<file path="src/include/tppwm_pkg.sv">
package tppwm_pkg;
    // register byte offsets
    localparam logic [7:0]  OFS_HALF_PERIOD = 8'h00;
    localparam logic [7:0]  OFS_DEAD_TIME   = 8'h04;
    localparam logic [7:0]  OFS_MIN_PULSE   = 8'h08;
    localparam logic [7:0]  OFS_SYNC_WIDTH  = 8'h0C;
    localparam logic [7:0]  OFS_DUTY_A      = 8'h10;
    localparam logic [7:0]  OFS_DUTY_B      = 8'h14;
    localparam logic [7:0]  OFS_DUTY_C      = 8'h18;
    localparam logic [7:0]  OFS_SEGMENT     = 8'h1C;
    localparam logic [7:0]  OFS_MODE_CTRL   = 8'h20;
    localparam logic [7:0]  OFS_SYS_STATUS  = 8'h24;
    // field positions
    localparam int          MODE_DOUBLE_BIT = 6;
    localparam int          STAT_HALF_BIT   = 3;
    localparam int          STAT_RUN_BIT    = 0;
    // reset values
    localparam logic [7:0]  SYNC_WIDTH_RST  = 8'h27;
    localparam logic [15:0] HALF_PERIOD_RST = 16'h0000;
    localparam logic [9:0]  DEAD_TIME_RST   = 10'h000;
    localparam logic [8:0]  SEGMENT_RST     = 9'h000;
    // axi responses
    localparam logic [1:0]  RESP_OKAY       = 2'h0;
    localparam logic [1:0]  RESP_SLVERR     = 2'h2;
    // counter direction
    typedef enum logic {
        TPPWM_UP   = 1'b0,
        TPPWM_DOWN = 1'b1
    } tppwm_dir_type;
endpackage

</file>
<file path="src/rtl/tppwm_timing.sv">
`timescale 1ns/10ps
// Operation
// - every timing count advances once per clk period
// - half period register counts clocks in half a switching period
// - half period register is 16 bits, any value up to all ones
// - dead time inserted between complementary outputs of each pair
// - dead time equals register value times two clocks
// - dead time register is 10 bits wide
// - zero dead time register inserts no dead time
// - mode bit 6 selects single (0) or double (1) update
// - mode bit resets cleared, single update
// - single update gives one sync pulse per period at its start
// - sync rising edge loads timing and duty working copies
// - sync rising edge loads segment settings to output stage
// - double update adds midpoint sync pulse which also reloads
// - status bit 3 clear in first half, set in second half
// - sync pulse lasts width register plus one clocks
// - sync width register resets to 0x27
// - sync pulse is provided to the converter sequencer
// - sync pulse raises an interrupt request
// - counters stay stopped until period and all duties written
// - duty value sets high side on time per half period
module tppwm_timing
    import tppwm_pkg::*;
#(
    parameter int AW = 8
) (
    input  wire logic          clk,
    input  wire logic          rst_n,
    input  wire logic [AW-1:0] s_axi_awaddr,
    input  wire logic          s_axi_awvalid,
    output logic               s_axi_awready,
    input  wire logic [31:0]   s_axi_wdata,
    input  wire logic [3:0]    s_axi_wstrb,
    input  wire logic          s_axi_wvalid,
    output logic               s_axi_wready,
    output logic [1:0]         s_axi_bresp,
    output logic               s_axi_bvalid,
    input  wire logic          s_axi_bready,
    input  wire logic [AW-1:0] s_axi_araddr,
    input  wire logic          s_axi_arvalid,
    output logic               s_axi_arready,
    output logic [31:0]        s_axi_rdata,
    output logic [1:0]         s_axi_rresp,
    output logic               s_axi_rvalid,
    input  wire logic          s_axi_rready,
    output logic [5:0]         pwm_out,
    output logic [8:0]         output_segment_ctrl,
    output logic               period_sync_pulse,
    output logic               adc_sync,
    output logic               sync_irq
);
    // ------------------------------------------------------------
    // software registers
    // ------------------------------------------------------------
    logic [15:0] half_period_count_r;
    logic [9:0]  dead_time_count_r;
    logic [15:0] min_pulse_count_r;
    logic [7:0]  sync_pulse_width_r;
    logic [15:0] duty_r [3];
    logic [8:0]  segment_r;
    logic [15:0] mode_control_r;
    logic [3:0]  written_r;
    // ------------------------------------------------------------
    // working copies and timing state
    // ------------------------------------------------------------
    logic [15:0]   wk_period_r;
    logic [9:0]    wk_dead_r;
    logic [15:0]   wk_minp_r;
    logic [7:0]    wk_swidth_r;
    logic [15:0]   wk_duty_r [3];
    logic [15:0]   cnt_r;
    tppwm_dir_type dir_r;
    logic          half_r;
    logic [7:0]    sync_cnt_r;
    logic          sync_r;
    logic          load_r;
    logic [5:0]    raw_r;
    logic [10:0]   dt_cnt_r [3];
    logic [5:0]    out_r;
    // ------------------------------------------------------------
    // bus slave
    // ------------------------------------------------------------
    logic          aw_hold_r;
    logic          w_hold_r;
    logic [AW-1:0] awaddr_r;
    logic [31:0]   wdata_r;
    logic          bvalid_r;
    logic          rvalid_r;
    logic [31:0]   rdata_r;
    logic [1:0]    rresp_r;
    logic [1:0]    bresp_r;

    // address and data are taken in either order, then written together
    wire aw_take = s_axi_awvalid && !aw_hold_r && !bvalid_r;
    wire w_take  = s_axi_wvalid && !w_hold_r && !bvalid_r;
    wire do_wr   = aw_hold_r && w_hold_r && !bvalid_r;
    wire ar_take = s_axi_arvalid && !rvalid_r;
    wire [7:0] wa = 8'(awaddr_r);
    wire [7:0] ra = 8'(s_axi_araddr);
    wire wr_ok = (wa <= OFS_MODE_CTRL) && (wa[1:0] == 2'b00);
    wire rd_ok = (ra <= OFS_SYS_STATUS) && (ra[1:0] == 2'b00);

    always_ff @(posedge clk or negedge rst_n) begin
        if (!rst_n) begin
            aw_hold_r <= 1'b0;
            w_hold_r  <= 1'b0;
            awaddr_r  <= '0;
            wdata_r   <= 32'h0000_0000;
            bvalid_r  <= 1'b0;
            bresp_r   <= RESP_OKAY;
        end else begin
            if (aw_take) begin
                aw_hold_r <= 1'b1;
                awaddr_r  <= s_axi_awaddr;
            end
            if (w_take) begin
                w_hold_r <= 1'b1;
                wdata_r  <= s_axi_wdata;
            end
            if (do_wr) begin
                aw_hold_r <= 1'b0;
                w_hold_r  <= 1'b0;
                bvalid_r  <= 1'b1;
                bresp_r   <= wr_ok ? RESP_OKAY : RESP_SLVERR;
            end else if (bvalid_r && s_axi_bready) begin
                bvalid_r <= 1'b0;
            end
        end
    end

    // byte strobes are not sampled in the write cycle, wstrb held by master
    // is not guaranteed, so strobes are latched with data
    logic [3:0] wstrb_r;
    always_ff @(posedge clk or negedge rst_n) begin
        if (!rst_n)
            wstrb_r <= 4'h0;
        else if (w_take)
            wstrb_r <= s_axi_wstrb;
    end
    wire [15:0] wval = {wstrb_r[1] ? wdata_r[15:8] : 8'h00,
                        wstrb_r[0] ? wdata_r[7:0] : 8'h00};
    wire        wen  = do_wr && wr_ok && |wstrb_r[1:0];

    // register writes; the written mask arms the counters
    always_ff @(posedge clk or negedge rst_n) begin
        if (!rst_n) begin
            half_period_count_r <= HALF_PERIOD_RST;
            dead_time_count_r   <= DEAD_TIME_RST;
            min_pulse_count_r   <= 16'h0000;
            sync_pulse_width_r  <= SYNC_WIDTH_RST;
            duty_r[0]           <= 16'h0000;
            duty_r[1]           <= 16'h0000;
            duty_r[2]           <= 16'h0000;
            segment_r           <= SEGMENT_RST;
            mode_control_r      <= 16'h0000;
            written_r           <= 4'h0;
        end else if (wen) begin
            unique case (wa)
                OFS_HALF_PERIOD: begin
                    half_period_count_r <= wval;
                    written_r[0]        <= 1'b1;
                end
                OFS_DEAD_TIME:  dead_time_count_r  <= wval[9:0];
                OFS_MIN_PULSE:  min_pulse_count_r  <= wval;
                OFS_SYNC_WIDTH: sync_pulse_width_r <= wval[7:0];
                OFS_DUTY_A: begin
                    duty_r[0]    <= wval;
                    written_r[1] <= 1'b1;
                end
                OFS_DUTY_B: begin
                    duty_r[1]    <= wval;
                    written_r[2] <= 1'b1;
                end
                OFS_DUTY_C: begin
                    duty_r[2]    <= wval;
                    written_r[3] <= 1'b1;
                end
                OFS_SEGMENT:    segment_r      <= wval[8:0];
                default:        mode_control_r <= wval;
            endcase
        end
    end

    wire dbl     = mode_control_r[MODE_DOUBLE_BIT];
    // counters run only once period and all three duties are written
    wire running = &written_r;

    // read mux
    logic [31:0] rmux;
    always_comb begin
        rmux = 32'h0000_0000;
        unique case (ra)
            OFS_HALF_PERIOD: rmux = {16'h0000, half_period_count_r};
            OFS_DEAD_TIME:   rmux = {22'h000000, dead_time_count_r};
            OFS_MIN_PULSE:   rmux = {16'h0000, min_pulse_count_r};
            OFS_SYNC_WIDTH:  rmux = {24'h000000, sync_pulse_width_r};
            OFS_DUTY_A:      rmux = {16'h0000, duty_r[0]};
            OFS_DUTY_B:      rmux = {16'h0000, duty_r[1]};
            OFS_DUTY_C:      rmux = {16'h0000, duty_r[2]};
            OFS_SEGMENT:     rmux = {23'h000000, segment_r};
            OFS_MODE_CTRL:   rmux = {16'h0000, mode_control_r};
            OFS_SYS_STATUS:  rmux = {28'h0000000, half_r, 2'b00, running};
            default:         rmux = 32'h0000_0000;
        endcase
    end

    always_ff @(posedge clk or negedge rst_n) begin
        if (!rst_n) begin
            rvalid_r <= 1'b0;
            rdata_r  <= 32'h0000_0000;
            rresp_r  <= RESP_OKAY;
        end else if (ar_take) begin
            rvalid_r <= 1'b1;
            rdata_r  <= rmux;
            rresp_r  <= rd_ok ? RESP_OKAY : RESP_SLVERR;
        end else if (rvalid_r && s_axi_rready) begin
            rvalid_r <= 1'b0;
        end
    end

    // ------------------------------------------------------------
    // centre-aligned counter
    // ------------------------------------------------------------
    // up/down counter over half period
    wire at_top = (dir_r == TPPWM_UP) && (cnt_r >= wk_period_r - 16'h0001);
    // down leg ends at zero so both legs span the full half period
    wire at_bot = (dir_r == TPPWM_DOWN) && (cnt_r == 16'h0000);
    wire sync_ev = running && (!load_r || at_bot || (at_top && dbl));
    wire sync_end = (sync_cnt_r == 8'h00);

    always_ff @(posedge clk or negedge rst_n) begin
        if (!rst_n) begin
            load_r <= 1'b0;
            cnt_r  <= 16'h0000;
            dir_r  <= TPPWM_UP;
            half_r <= 1'b0;
        end else if (!running) begin
            load_r <= 1'b0;
            cnt_r  <= 16'h0000;
            dir_r  <= TPPWM_UP;
            half_r <= 1'b0;
        end else begin
            load_r <= 1'b1;
            if (!load_r || at_bot) begin
                cnt_r  <= 16'h0000;
                dir_r  <= TPPWM_UP;
                half_r <= 1'b0;
            end else if (at_top) begin
                dir_r  <= TPPWM_DOWN;
                half_r <= 1'b1;
            end else if (dir_r == TPPWM_UP) begin
                cnt_r <= cnt_r + 16'h0001;
            end else begin
                cnt_r <= cnt_r - 16'h0001;
            end
        end
    end

    // latch working copies on sync edge
    always_ff @(posedge clk or negedge rst_n) begin
        if (!rst_n) begin
            wk_period_r <= HALF_PERIOD_RST;
            wk_dead_r   <= DEAD_TIME_RST;
            wk_minp_r   <= 16'h0000;
            wk_swidth_r <= SYNC_WIDTH_RST;
            wk_duty_r[0] <= 16'h0000;
            wk_duty_r[1] <= 16'h0000;
            wk_duty_r[2] <= 16'h0000;
            output_segment_ctrl <= SEGMENT_RST;
        end else if (sync_ev) begin
            wk_period_r <= half_period_count_r;
            wk_dead_r   <= dead_time_count_r;
            wk_minp_r   <= min_pulse_count_r;
            wk_swidth_r <= sync_pulse_width_r;
            wk_duty_r[0] <= duty_r[0];
            wk_duty_r[1] <= duty_r[1];
            wk_duty_r[2] <= duty_r[2];
            output_segment_ctrl <= segment_r;
        end
    end

    always_ff @(posedge clk or negedge rst_n) begin
        if (!rst_n) begin
            sync_r     <= 1'b0;
            sync_cnt_r <= 8'h00;
        end else if (sync_ev) begin
            sync_r     <= 1'b1;
            sync_cnt_r <= sync_pulse_width_r;
        end else if (sync_r) begin
            sync_r     <= !sync_end;
            sync_cnt_r <= sync_end ? 8'h00 : sync_cnt_r - 8'h01;
        end
    end

    always_ff @(posedge clk or negedge rst_n) begin
        if (!rst_n) begin
            period_sync_pulse <= 1'b0;
            adc_sync          <= 1'b0;
            sync_irq          <= 1'b0;
        end else begin
            period_sync_pulse <= sync_r;
            adc_sync          <= sync_r;
            sync_irq          <= sync_ev;
        end
    end

    // ------------------------------------------------------------
    // per phase compare and dead time
    // ------------------------------------------------------------
    genvar g;
    generate
        for (g = 0; g < 3; g++) begin : g_ph
            // duty sets high side time in each half
            wire [15:0] lo_th = wk_period_r - wk_duty_r[g];
            wire        hi_raw = running && load_r && (cnt_r >= lo_th);
            wire [10:0] dt2     = {wk_dead_r, 1'b0};
            wire        dt_zero = (wk_dead_r == 10'h000);
            // gap ends on the edge at which the count reaches zero
            wire        dt_done = (dt_cnt_r[g] <= 11'h001);
            wire        dt_idle = (dt_cnt_r[g] == 11'h000);
            wire        settle  = (hi_raw == raw_r[g]) ? dt_done : dt_zero;
            always_ff @(posedge clk or negedge rst_n) begin
                if (!rst_n) begin
                    raw_r[g]    <= 1'b0;
                    dt_cnt_r[g] <= 11'h000;
                end else if (hi_raw != raw_r[g]) begin
                    raw_r[g]    <= hi_raw;
                    dt_cnt_r[g] <= dt2;
                end else if (!dt_idle) begin
                    dt_cnt_r[g] <= dt_cnt_r[g] - 11'h001;
                end
            end
            // both off while dead time runs
            always_ff @(posedge clk or negedge rst_n) begin
                if (!rst_n) begin
                    out_r[2*g]   <= 1'b0;
                    out_r[2*g+1] <= 1'b0;
                end else begin
                    out_r[2*g]   <= hi_raw && settle;
                    out_r[2*g+1] <= running && load_r && !hi_raw
                                    && settle;
                end
            end
        end
    endgenerate

    always_ff @(posedge clk or negedge rst_n) begin
        if (!rst_n)
            pwm_out <= 6'h00;
        else
            pwm_out <= out_r;
    end

    assign s_axi_awready = aw_take;
    assign s_axi_wready  = w_take;
    assign s_axi_bvalid  = bvalid_r;
    assign s_axi_bresp   = bresp_r;
    assign s_axi_arready = ar_take;
    assign s_axi_rvalid  = rvalid_r;
    assign s_axi_rdata   = rdata_r;
    assign s_axi_rresp   = rresp_r;

    // ------------------------------------------------------------
    // checks
    // ------------------------------------------------------------
    // reset mode
    mode_reset_a: assert property (@(posedge clk) $rose(rst_n)
        |-> !mode_control_r[MODE_DOUBLE_BIT])
        else $error("mode bit not clear after reset");
    width_reset_a: assert property (@(posedge clk) $rose(rst_n)
        |-> sync_pulse_width_r == 8'h27)
        else $error("sync width reset wrong");
    idle_stop_a: assert property (@(posedge clk) disable iff (!rst_n)
        !running |=> !sync_r && cnt_r == 16'h0000)
        else $error("counter moved before arming");
    sync_load_a: assert property (@(posedge clk) disable iff (!rst_n)
        sync_ev |=> wk_period_r == $past(half_period_count_r))
        else $error("working period not loaded");
    seg_load_a: assert property (@(posedge clk) disable iff (!rst_n)
        sync_ev |=> output_segment_ctrl == $past(segment_r))
        else $error("segment not latched");
    half_flag_a: assert property (@(posedge clk) disable iff (!rst_n)
        (at_top && running && load_r) |=> half_r)
        else $error("half bit not set at midpoint");
    sync_width_a: assert property (@(posedge clk) disable iff (!rst_n)
        (sync_ev && sync_pulse_width_r == 8'h00) |=> sync_r ##1 !sync_r)
        else $error("one clock sync wrong");
    no_overlap_a: assert property (@(posedge clk) disable iff (!rst_n)
        !(out_r[0] && out_r[1]))
        else $error("pair overlap");
    irq_follow_a: assert property (@(posedge clk) disable iff (!rst_n)
        sync_ev |=> sync_irq)
        else $error("no interrupt on sync");
endmodule

</file>
<file path="config.mk">
export PLATFORM = sky130hd
export DESIGN_NAME = tppwm_timing
export DESIGN_NICKNAME = d
export VERILOG_FILES = /design/src/include/tppwm_pkg.sv /design/src/rtl/tppwm_timing.sv
export SDC_FILE = /design/constraint.sdc
export NUM_CORES = 1
export LEC_CHECK = 0
export BUFFER_PORTS_ARGS = -buffer_cell sky130_fd_sc_hd__buf_2
export CORE_UTILIZATION = 62
export CTS_CLUSTER_SIZE = 10
export DETAILED_ROUTE_END_ITERATION = 6
export PLACE_DENSITY_LB_ADDON = 0.1
export SYNTH_ARGS = -nofsm -noshare
export SYNTH_HDL_FRONTEND = slang
export SYNTH_SLANG_ARGS = --single-unit
</file>
<file path="constraint.sdc">
create_clock -name clk -period 5.2 [get_ports clk]
set_clock_uncertainty 0.05 [all_clocks]
set_input_delay 0.52 -clock clk [delete_from_list [all_inputs] [get_ports clk]]
set_output_delay 0.52 -clock clk [all_outputs]
set_load 0.05 [all_outputs]
</file>
After elaboration in Yosys (flattened, before gate mapping)
Cells that the tools add are included.
Widths: inputs -> output; s select.
{"block": "totals", "ff_bits": 353, "word_cells": 197}
{"block": "classes", "add_sub_neg": 10, "order_cmp": 9, "eq_ne": 27, "n_mux": 35, "bitwise": 2, "reduce_logical": 68}
{"cell": "$pmux 16 s10", "n": 1}
{"cell": "$mux 11", "n": 6}
{"cell": "$eq 8x5->1 const B", "n": 8}
{"cell": "$ge 16x16->1", "n": 4}
{"cell": "$mux 16", "n": 4}
{"cell": "$sub 16x16->16", "n": 3}
{"cell": "$mux 8", "n": 5}
{"cell": "$le 11x1->1 const B", "n": 3}
{"cell": "$logic_not 11->1", "n": 3}
{"cell": "$sub 11x1->11 const B", "n": 3}
{"cell": "$eq 8x4->1 const B", "n": 4}
{"cell": "$sub 16x1->16 const B", "n": 2}
{"cell": "$logic_and 1x1->1", "n": 30}
{"cell": "$logic_not 8->1", "n": 3}
{"cell": "$reduce_and 2->1", "n": 9}
{"cell": "$mux 1", "n": 17}
{"cell": "$add 16x1->16 const B", "n": 1}
{"cell": "$eq 8x3->1 const B", "n": 2}
{"cell": "$eq 8x6->1 const B", "n": 2}
{"cell": "$le 8x6->1 const B", "n": 2}
{"cell": "$logic_not 16->1", "n": 1}
{"cell": "$logic_not 10->1", "n": 1}
{"cell": "$reduce_bool 2->1", "n": 5}
{"cell": "$logic_not 1->1", "n": 9}
{"cell": "other kinds (13)", "n": 23}

Depth between registers and ports, before layout
Gate-level depths: netlist of the first run.
{"block": "logic_depth", "ltp_word": 7, "depth_mapped": 21}

Worst setup path before layout of the first run
OpenSTA, ideal clock, no wires.
{"block": "synth_path", "kind": "register to register", "start": "reg wk_period_r[0]", "end": "reg dt_cnt_r[10] (netlist name)", "setup_ns": 0.147, "arrival_ns": 4.136, "setup_slack_ns": 0.867, "stages_incl_launch_ff": 21, "synth_period_minus_slack_ns": 4.333, "cell_sequence": "dfrtp_1 > inv_1 > ha_1 > inv_1 > fa_1 > a21o_1 > a31oi_1 > a21oi_1 > o41ai_1 > o21bai_1 > a21oi_1 > xor2_1 > ha_1 > and4_1 > and2_1 > clkbuf_1 > nor2b_1 > nor2_2 > nand2_1 > a2111oi_0 > o2111ai_1"}
{"block": "synth_between", "elab_chain_cells": 5}
{"element": "from (decl)", "line": "tppwm_timing.sv:67", "rtl": "logic [15:0] wk_period_r;"}
{"element": "from (signal assigned)", "line": "tppwm_timing.sv:272", "rtl": "wk_period_r <= half_period_count_r;"}
{"element": "$sub 16x16->16 (*)", "line": "tppwm_timing.sv:315", "rtl": "wire [15:0] lo_th = wk_period_r - wk_duty_r[g];"}
{"element": "$ge 16x16->1 (*)", "line": "tppwm_timing.sv:316", "rtl": "wire hi_raw = running && load_r && (cnt_r >= lo_th);"}
{"element": "$logic_and 1x1->1 (*)", "line": "tppwm_timing.sv:316"}
{"element": "$ne 1x1->1 (*)", "line": "tppwm_timing.sv:327", "rtl": "end else if (hi_raw != raw_r[g]) begin"}
{"element": "$ne 2x1->1 (no source line) / $mux 11 (equally long branches)"}
{"element": "to (signal, indexed assignment)", "line": "tppwm_timing.sv:329", "rtl": "dt_cnt_r[g] <= dt2;"}
{"element": "to (signal, indexed assignment)", "line": "tppwm_timing.sv:331", "rtl": "dt_cnt_r[g] <= dt_cnt_r[g] - 11'h001;"}
{"element": "to (decl)", "line": "tppwm_timing.sv:79", "rtl": "logic [10:0] dt_cnt_r [3];"}
Every way passes the cells marked *; elsewhere a longest branch is shown, timed or not.
A chain may end at the register's enable or synchronous reset.

Worst setup path after layout of the first run
{"block": "layout_path", "start": "reg wk_period_r[0]", "end": "reg dt_cnt_r[13] (netlist name)"}
The elaborated chain is that of the path after synthesis.

==> flow_summary.yaml, run 1 <==
floorplanning:
  dieArea_sq_um: 31800
  fp.dieW_um: 178
  pin_count: 118
  die_h_um: 178
  coreArea_sq_um: 30600
  num_rows: 64
  start_util_pct: 63.0
logic_synthesis:
  synthCells: 2040
  yosysSeqAreaShare_pct: 43.6
  ys_seq_elements: 335
  synth.avg_cell_area_sq_um: 9.44
  ys.flop_type: "dfrtp_1"
  ys_warn_count: 0
  synth_cell_types: 86
  synth_area_sq_um: 19300
  synth-async-reset-ratio_pct: 100
  synth_edf_count: 0
placed_design:
  place_hpwl_um: 34600
  numPortBuffers: 81
  dpl.cell_count: 2457
  finalWeightedCongestion: 0.897
  place_area_sq_um: 20000
  pre_cts_slack_ps: 382
global_routing:
  grt_pass1_wl_um: 79100
  gr-total-overflow: 0
  antenna_found_initial: 0
  grt_pass1_vias: 15100
  grt_max_degree: 102
  grtUsageTotal_pct: 31.7
detailed_routing:
  dr.pass1.iters: 6
  drt-vias-per-instance: 6.15
  drt_iter0_drc: 1200
  num_vias: 15500
  wl_per_cell_um: 19.4
  final_antenna_net_count: 0
  drcViolationCount: 0
  wirelength_um: 48800
finish:
  drive_gt1_share_pct: 13.1
  fin_cells: 2516
  syn_to_final_growth_pct: 9.99
  nets: 2298
  nFillCells: 2347
  final_area_sq_um: 21200
  final_util_pct: 69.3
  final_common_cell: "dfrtp_1"
  final_cell_mix: "dfrtp_1 (331), nand2_1 (303), o21ai_0 (230)"
power:
  peakVddDrop_mv: 0.335
  powerDensity_nw_per_um2: 288
  finalPower_mw: 6.11
  p_leak_nw: 10.1
sta:
  worst_pin_slew_ps: 1170
  layout_setup_ws_ps: 421
  rsz0062_at_grt: "false"
  finalCriticalPeriod_ps: 4780
  fmax_mhz: 209
  period_share_pct: 91.9
  holdWs_ps: 110
  relSlewSlack_pct: 21.8
  hold_violations: 0
  tns_ps: 0
  slew_viol_final: 0
  finalSetupViolations: 0
setup_path:
  required_ps: 5550
  worstSetupStartpointType: "flip-flop"
  crit_type: "reg -> reg"
  cp.arrival_ps: 5130
  end_kind: "flip-flop"
  worstPathMaxFanout: 11
clock_network:
  clock_latency_ps: 540
  cts-root-buf: "clkbuf_16"
  post_cts_buffers: 0
  clkTransAtPathRegs_ps: 50
  tritoncts: "yes"
  htreeDepth: 2
  clk_path_buf_depth: 3
  numCtsBuffers: 40
  clock-sinks: 335
min_path:
  hold_path_class: "in -> reg"
status:
  status: "finished, final reports clean"
run:
  maxCapViolCount: 0
## synthesized netlist by cell type (all sizes together), types with 10 or more instances
library cell	n	area share, %
nor2b	14	0.45
nand2	304	5.9
nor2	117	2.3
a21oi	112	2.9
a211oi	15	0.58
nor4	16	0.66
xor2	40	1.8
mux2	82	4.8
a31oi	17	0.55
clkbuf	56	1.1
a221oi	11	0.50
buf	49	1.6
ha	131	8.5
a41oi	13	0.59
mux2i	29	1.5
a22oi	22	0.86
nand3	39	1.0
and2	10	0.32
o21a	12	0.47
o22ai	11	0.36
nand2b	18	0.58
dfrtp	331	43
inv	90	1.8
nor3	39	1.1
o21ai	237	6.2
nand4	19	0.62
xnor2	44	2.0
a21o	26	1.0
## timing repair
item / CTS / global route
setup endpoints to repair: 0 / 2
hold endpoints to repair: 75 / 0
hold buffers: 1 / 0
gates resized for setup: 0 / 1
## where the power goes
part | internal, mW | switching (mW)
clock network | 1.52 | 1.06
logic | 0.192 | 0.429
registers | 2.77 | 0.141
total | 4.48 | 1.63
## state kept, by name (all words and copies together) (netlist names), 9 cells and up
| signal | cells |
|---|---|
| dt_cnt_r | 33 |
| wk_dead_r | 10 |
| output_segment_ctrl | 9 |
| wk_period_r | 16 |
| wk_duty_r | 48 |
| segment_r | 9 |
| cnt_r | 16 |
| dead_time_count_r | 10 |
| half_period_count_r | 16 |
| mode_control_r | 16 |
| s_axi_rdata | 16 |
| min_pulse_count_r | 16 |
| duty_r | 48 |
| wdata_r | 16 |
## area by class of cell
type	instances	area [sq um]	share of cell area (%)
Antenna cell	1	2.50	0.0118
Clock buffer	53	1100	5.20
Clock inverter	4	81.3	0.384
Inverter	90	338	1.59
Multi-Input combinational cell	1527	10100	47.6
Sequential cell	335	8390	39.6
Tap cell	396	495	2.34
Timing Repair Buffer	110	686	3.24
## path summary, 6_finish.rpt
kind | from | to | slack, ps | cells past startpoint
setup / recovery | wk_period_r[0] | dt_cnt_r[13] | 420 | 20
hold / removal | s_axi_bready | s_axi_bvalid | 110 | 2
setup reg to reg | wk_period_r[0] | dt_cnt_r[13] | 420 | 20
hold reg to reg | out_r[1] | pwm_out[1] | 290 | 0
max in group asynchronous | rst_n | segment_r[2] | 3410 | 3
min in group asynchronous | rst_n | cnt_r[1] | 510 | 2
## critical path, cell delays in order (launching register included)
cell and delay [ps]:
dfrtp_1 390, inv_1 210, ha_1 210, inv_1 50
fa_1 410, a211oi_1 320, o21bai_1 160, a221o_1 430
nand4_1 130, o2111ai_1 140, a21oi_1 210, xor2_1 180
ha_1 260, o2111ai_1 110, a21oi_1 70, o31ai_1 180
o21ai_0 150, o21ai_1 250, xor2_1 170, buf_4 220
mux2_2 350
## layer usage
layer	wire, um	GRT usage (%)	vias up
met1	21300	42.5	7490
met3	2830	5.03	89
li1	-	-	7361
met5	0	0	-
met4	1570	11.0	0
met2	23100	52.3	529
## kinds of logic after synthesis
group	count (synthesis)	synth area share, %
DFF	335	43.6
xor gates and xnor gates	84	3.82
other	1	0.0195
muxes	116	6.89
and+or+nand+nor	630	15.2
AOI/OAI and AO/OA	544	17.2
adders and majority gates	135	8.93
buffers and inverters	195	4.49
No activity file was read; power rests on OpenSTA's default activity.
==> inputs of run 2 (changes only) <==
Settings changed: RECOVER_POWER set to 25.
==> run 2 against run 1 <==
  * The flow now finishes with violations (capacitance limit, slew limit)
  * Wire length is essentially flat
  * Sequential cell count is the same
  * Largest power group unchanged
  * Die area stayed put
  * Worst setup slack better by 11 ps
  * Hold slack improved by 2.7 ps
  * Total power hardly changed
  * Sequential share of layout area up 0.099 points
  * Global-route usage is the same
  * First-iteration DRC count increased by 1.7%
  * Combinational power hardly changed
  * Clock power about the same
  * Via count decreased by 0.15%
==> flow_summary.yaml, run 2 (synthesis results as in run 1) <==
finish:
  syn_to_final_growth_pct: 9.72
  fin_cells: 2515
  final_cell_mix: "dfrtp_1 (331), nand2_1 (303), o21ai_0 (230)"
  reg_top3: "duty_r (48), wk_duty_r (48), dt_cnt_r (33)"
  register_area_sq_um: 8390
  nFillCells: 2359
  nets: 2298
  final_common_cell: "dfrtp_1"
  multiInputGateArea_sq_um: 10100
  antennaDiodeCount: 0
  drive_gt1_share_pct: 11.7
sta:
  hold_violations: 0
  finalCriticalPeriod_ps: 4770
  period_share_pct: 91.7
  slew_viol_final: 85
  relSlewSlack_pct: -162
  rsz0062_at_grt: "false"
  holdWs_ps: 112
  tns_ps: 0
  finalSetupViolations: 0
  fmax_mhz: 210
  worst_pin_slew_ps: 3930
placed_design:
  numPortBuffers: 81
  dpl.cell_count: 2457
  finalWeightedCongestion: 0.897
  place_hpwl_um: 34600
setup_path:
  cp.arrival_ps: 5120
  end_kind: "flip-flop"
  worstPathMaxFanout: 11
  worstSetupStartpointType: "flip-flop"
  crit_type: "reg -> reg"
  required_ps: 5550
clock_network:
  tritoncts: "yes"
  clkTransAtPathRegs_ps: 50
  numCtsBuffers: 40
  clock_latency_ps: 540
  cts-root-buf: "clkbuf_16"
  clock-sinks: 335
  post_cts_buffers: 0
  clk_path_buf_depth: 3
  htreeDepth: 2
global_routing:
  grt_max_degree: 102
  gr-total-overflow: 0
  use_met3_pct: 5.03
  use_met2_pct: 52.3
  grt_pass1_vias: 15100
  antenna_found_initial: 0
  use_met1_pct: 42.5
  grtUsageTotal_pct: 31.7
  grt_pass1_wl_um: 79100
  top_usage_layer: "met2"
detailed_routing:
  wirelength_um: 48800
  wl_per_cell_um: 19.4
  drcViolationCount: 0
  num_vias: 15400
  drt_iter0_drc: 1220
  final_antenna_net_count: 0
  drt-vias-per-instance: 6.14
  dr.pass1.iters: 5
status:
  status: "finished, violations left"
  failed_checks: "capacitance limit, slew limit"
power:
  seqPwrFrac_pct: 47.6
  swShare_pct: 26.7
  p_leak_nw: 10.0
  combinationalPowerShare_pct: 10.1
  peakVddDrop_mv: 0.337
  p_clk_share_pct: 42.2
  p_int_mw: 4.48
  switchingPower_mw: 1.63
  powerDensity_nw_per_um2: 289
floorplanning:
  start_util_pct: 63.0
  pin_count: 118
  fp.dieW_um: 178
  num_rows: 64
  dieArea_sq_um: 31800
  die_h_um: 178
  coreArea_sq_um: 30600
min_path:
  hold_path_class: "in -> reg"
run:
  maxCapViolCount: 1
run 2: power groups by stage:
stage	clock network, mW	registers [mW]	logic, mW
after global routing	2.72	2.93	0.681
after floorplan	0	2.92	0.400
after CTS	2.62	2.91	0.628
final	2.58	2.91	0.619
after detailed placement	0	2.95	0.620
after global placement	0	2.94	0.604
run 2: path summary, 6_finish.rpt:
kind / cells after the start / startpoint / end / slack (ps)
max in group asynchronous: 3 / rst_n / sync_cnt_r[2] / 850
min reg2reg: 0 / out_r[1] / pwm_out[1] / 290
max reg2reg: 20 / wk_period_r[0] / dt_cnt_r[13] / 430
min: 2 / s_axi_bready / s_axi_bvalid / 110
max: 20 / wk_period_r[0] / dt_cnt_r[13] / 430
min in group asynchronous: 2 / rst_n / cnt_r[1] / 1970
run 2: metrics by stage:
stage	utilization (%)	instance area (sq um)	setup WS, ps	total power [mW]
floorplan	-	19300	867	3.32
finish	69.1	21100	432	6.10
global route	69.1	21100	81.8	6.33
CTS	69.2	21200	347	6.16
global placement	65.3	20000	465	3.54
detailed placement	65.3	20000	382	3.57
run 2: cell type report:
type,count,area share [%]
inverter,90,1.60
clock inverter,4,0.385
clock buffer,53,5.21
tap,396,2.34
timing repair buffer,110,3.03
multi-input combinational,1527,47.7
sequential,335,39.7
run 2: per-layer routing:
layer | part of all wire (%) | vias up
li1 | - | 7368
met1 | 44 | 7463
met4 | 3.2 | 0
met3 | 5.9 | 91
met2 | 47 | 524
met5 | 0 | -
run 2: worst max-delay path, stage by stage, from the launching register on:
cell,delay (ps)
dfrtp_1,390
inv_1,200
ha_1,210
inv_1,50
fa_1,410
a211oi_1,320
o21bai_1,160
a221o_1,430
nand4_1,130
o2111ai_1,140
a21oi_1,210
xor2_1,180
ha_1,260
o2111ai_1,110
a21oi_1,70
o31ai_1,180
o21ai_0,150
o21ai_1,250
xor2_1,170
buf_4,210
mux2_2,350
run 2: timing repair:
| action | in CTS | in global routing |
|---|---|---|
| endpoints found under the setup margin | 0 | 2 |
| hold endpoints to repair | 75 | 0 |
| hold buffers | 1 | 0 |
| resized for setup | 0 | 1 |
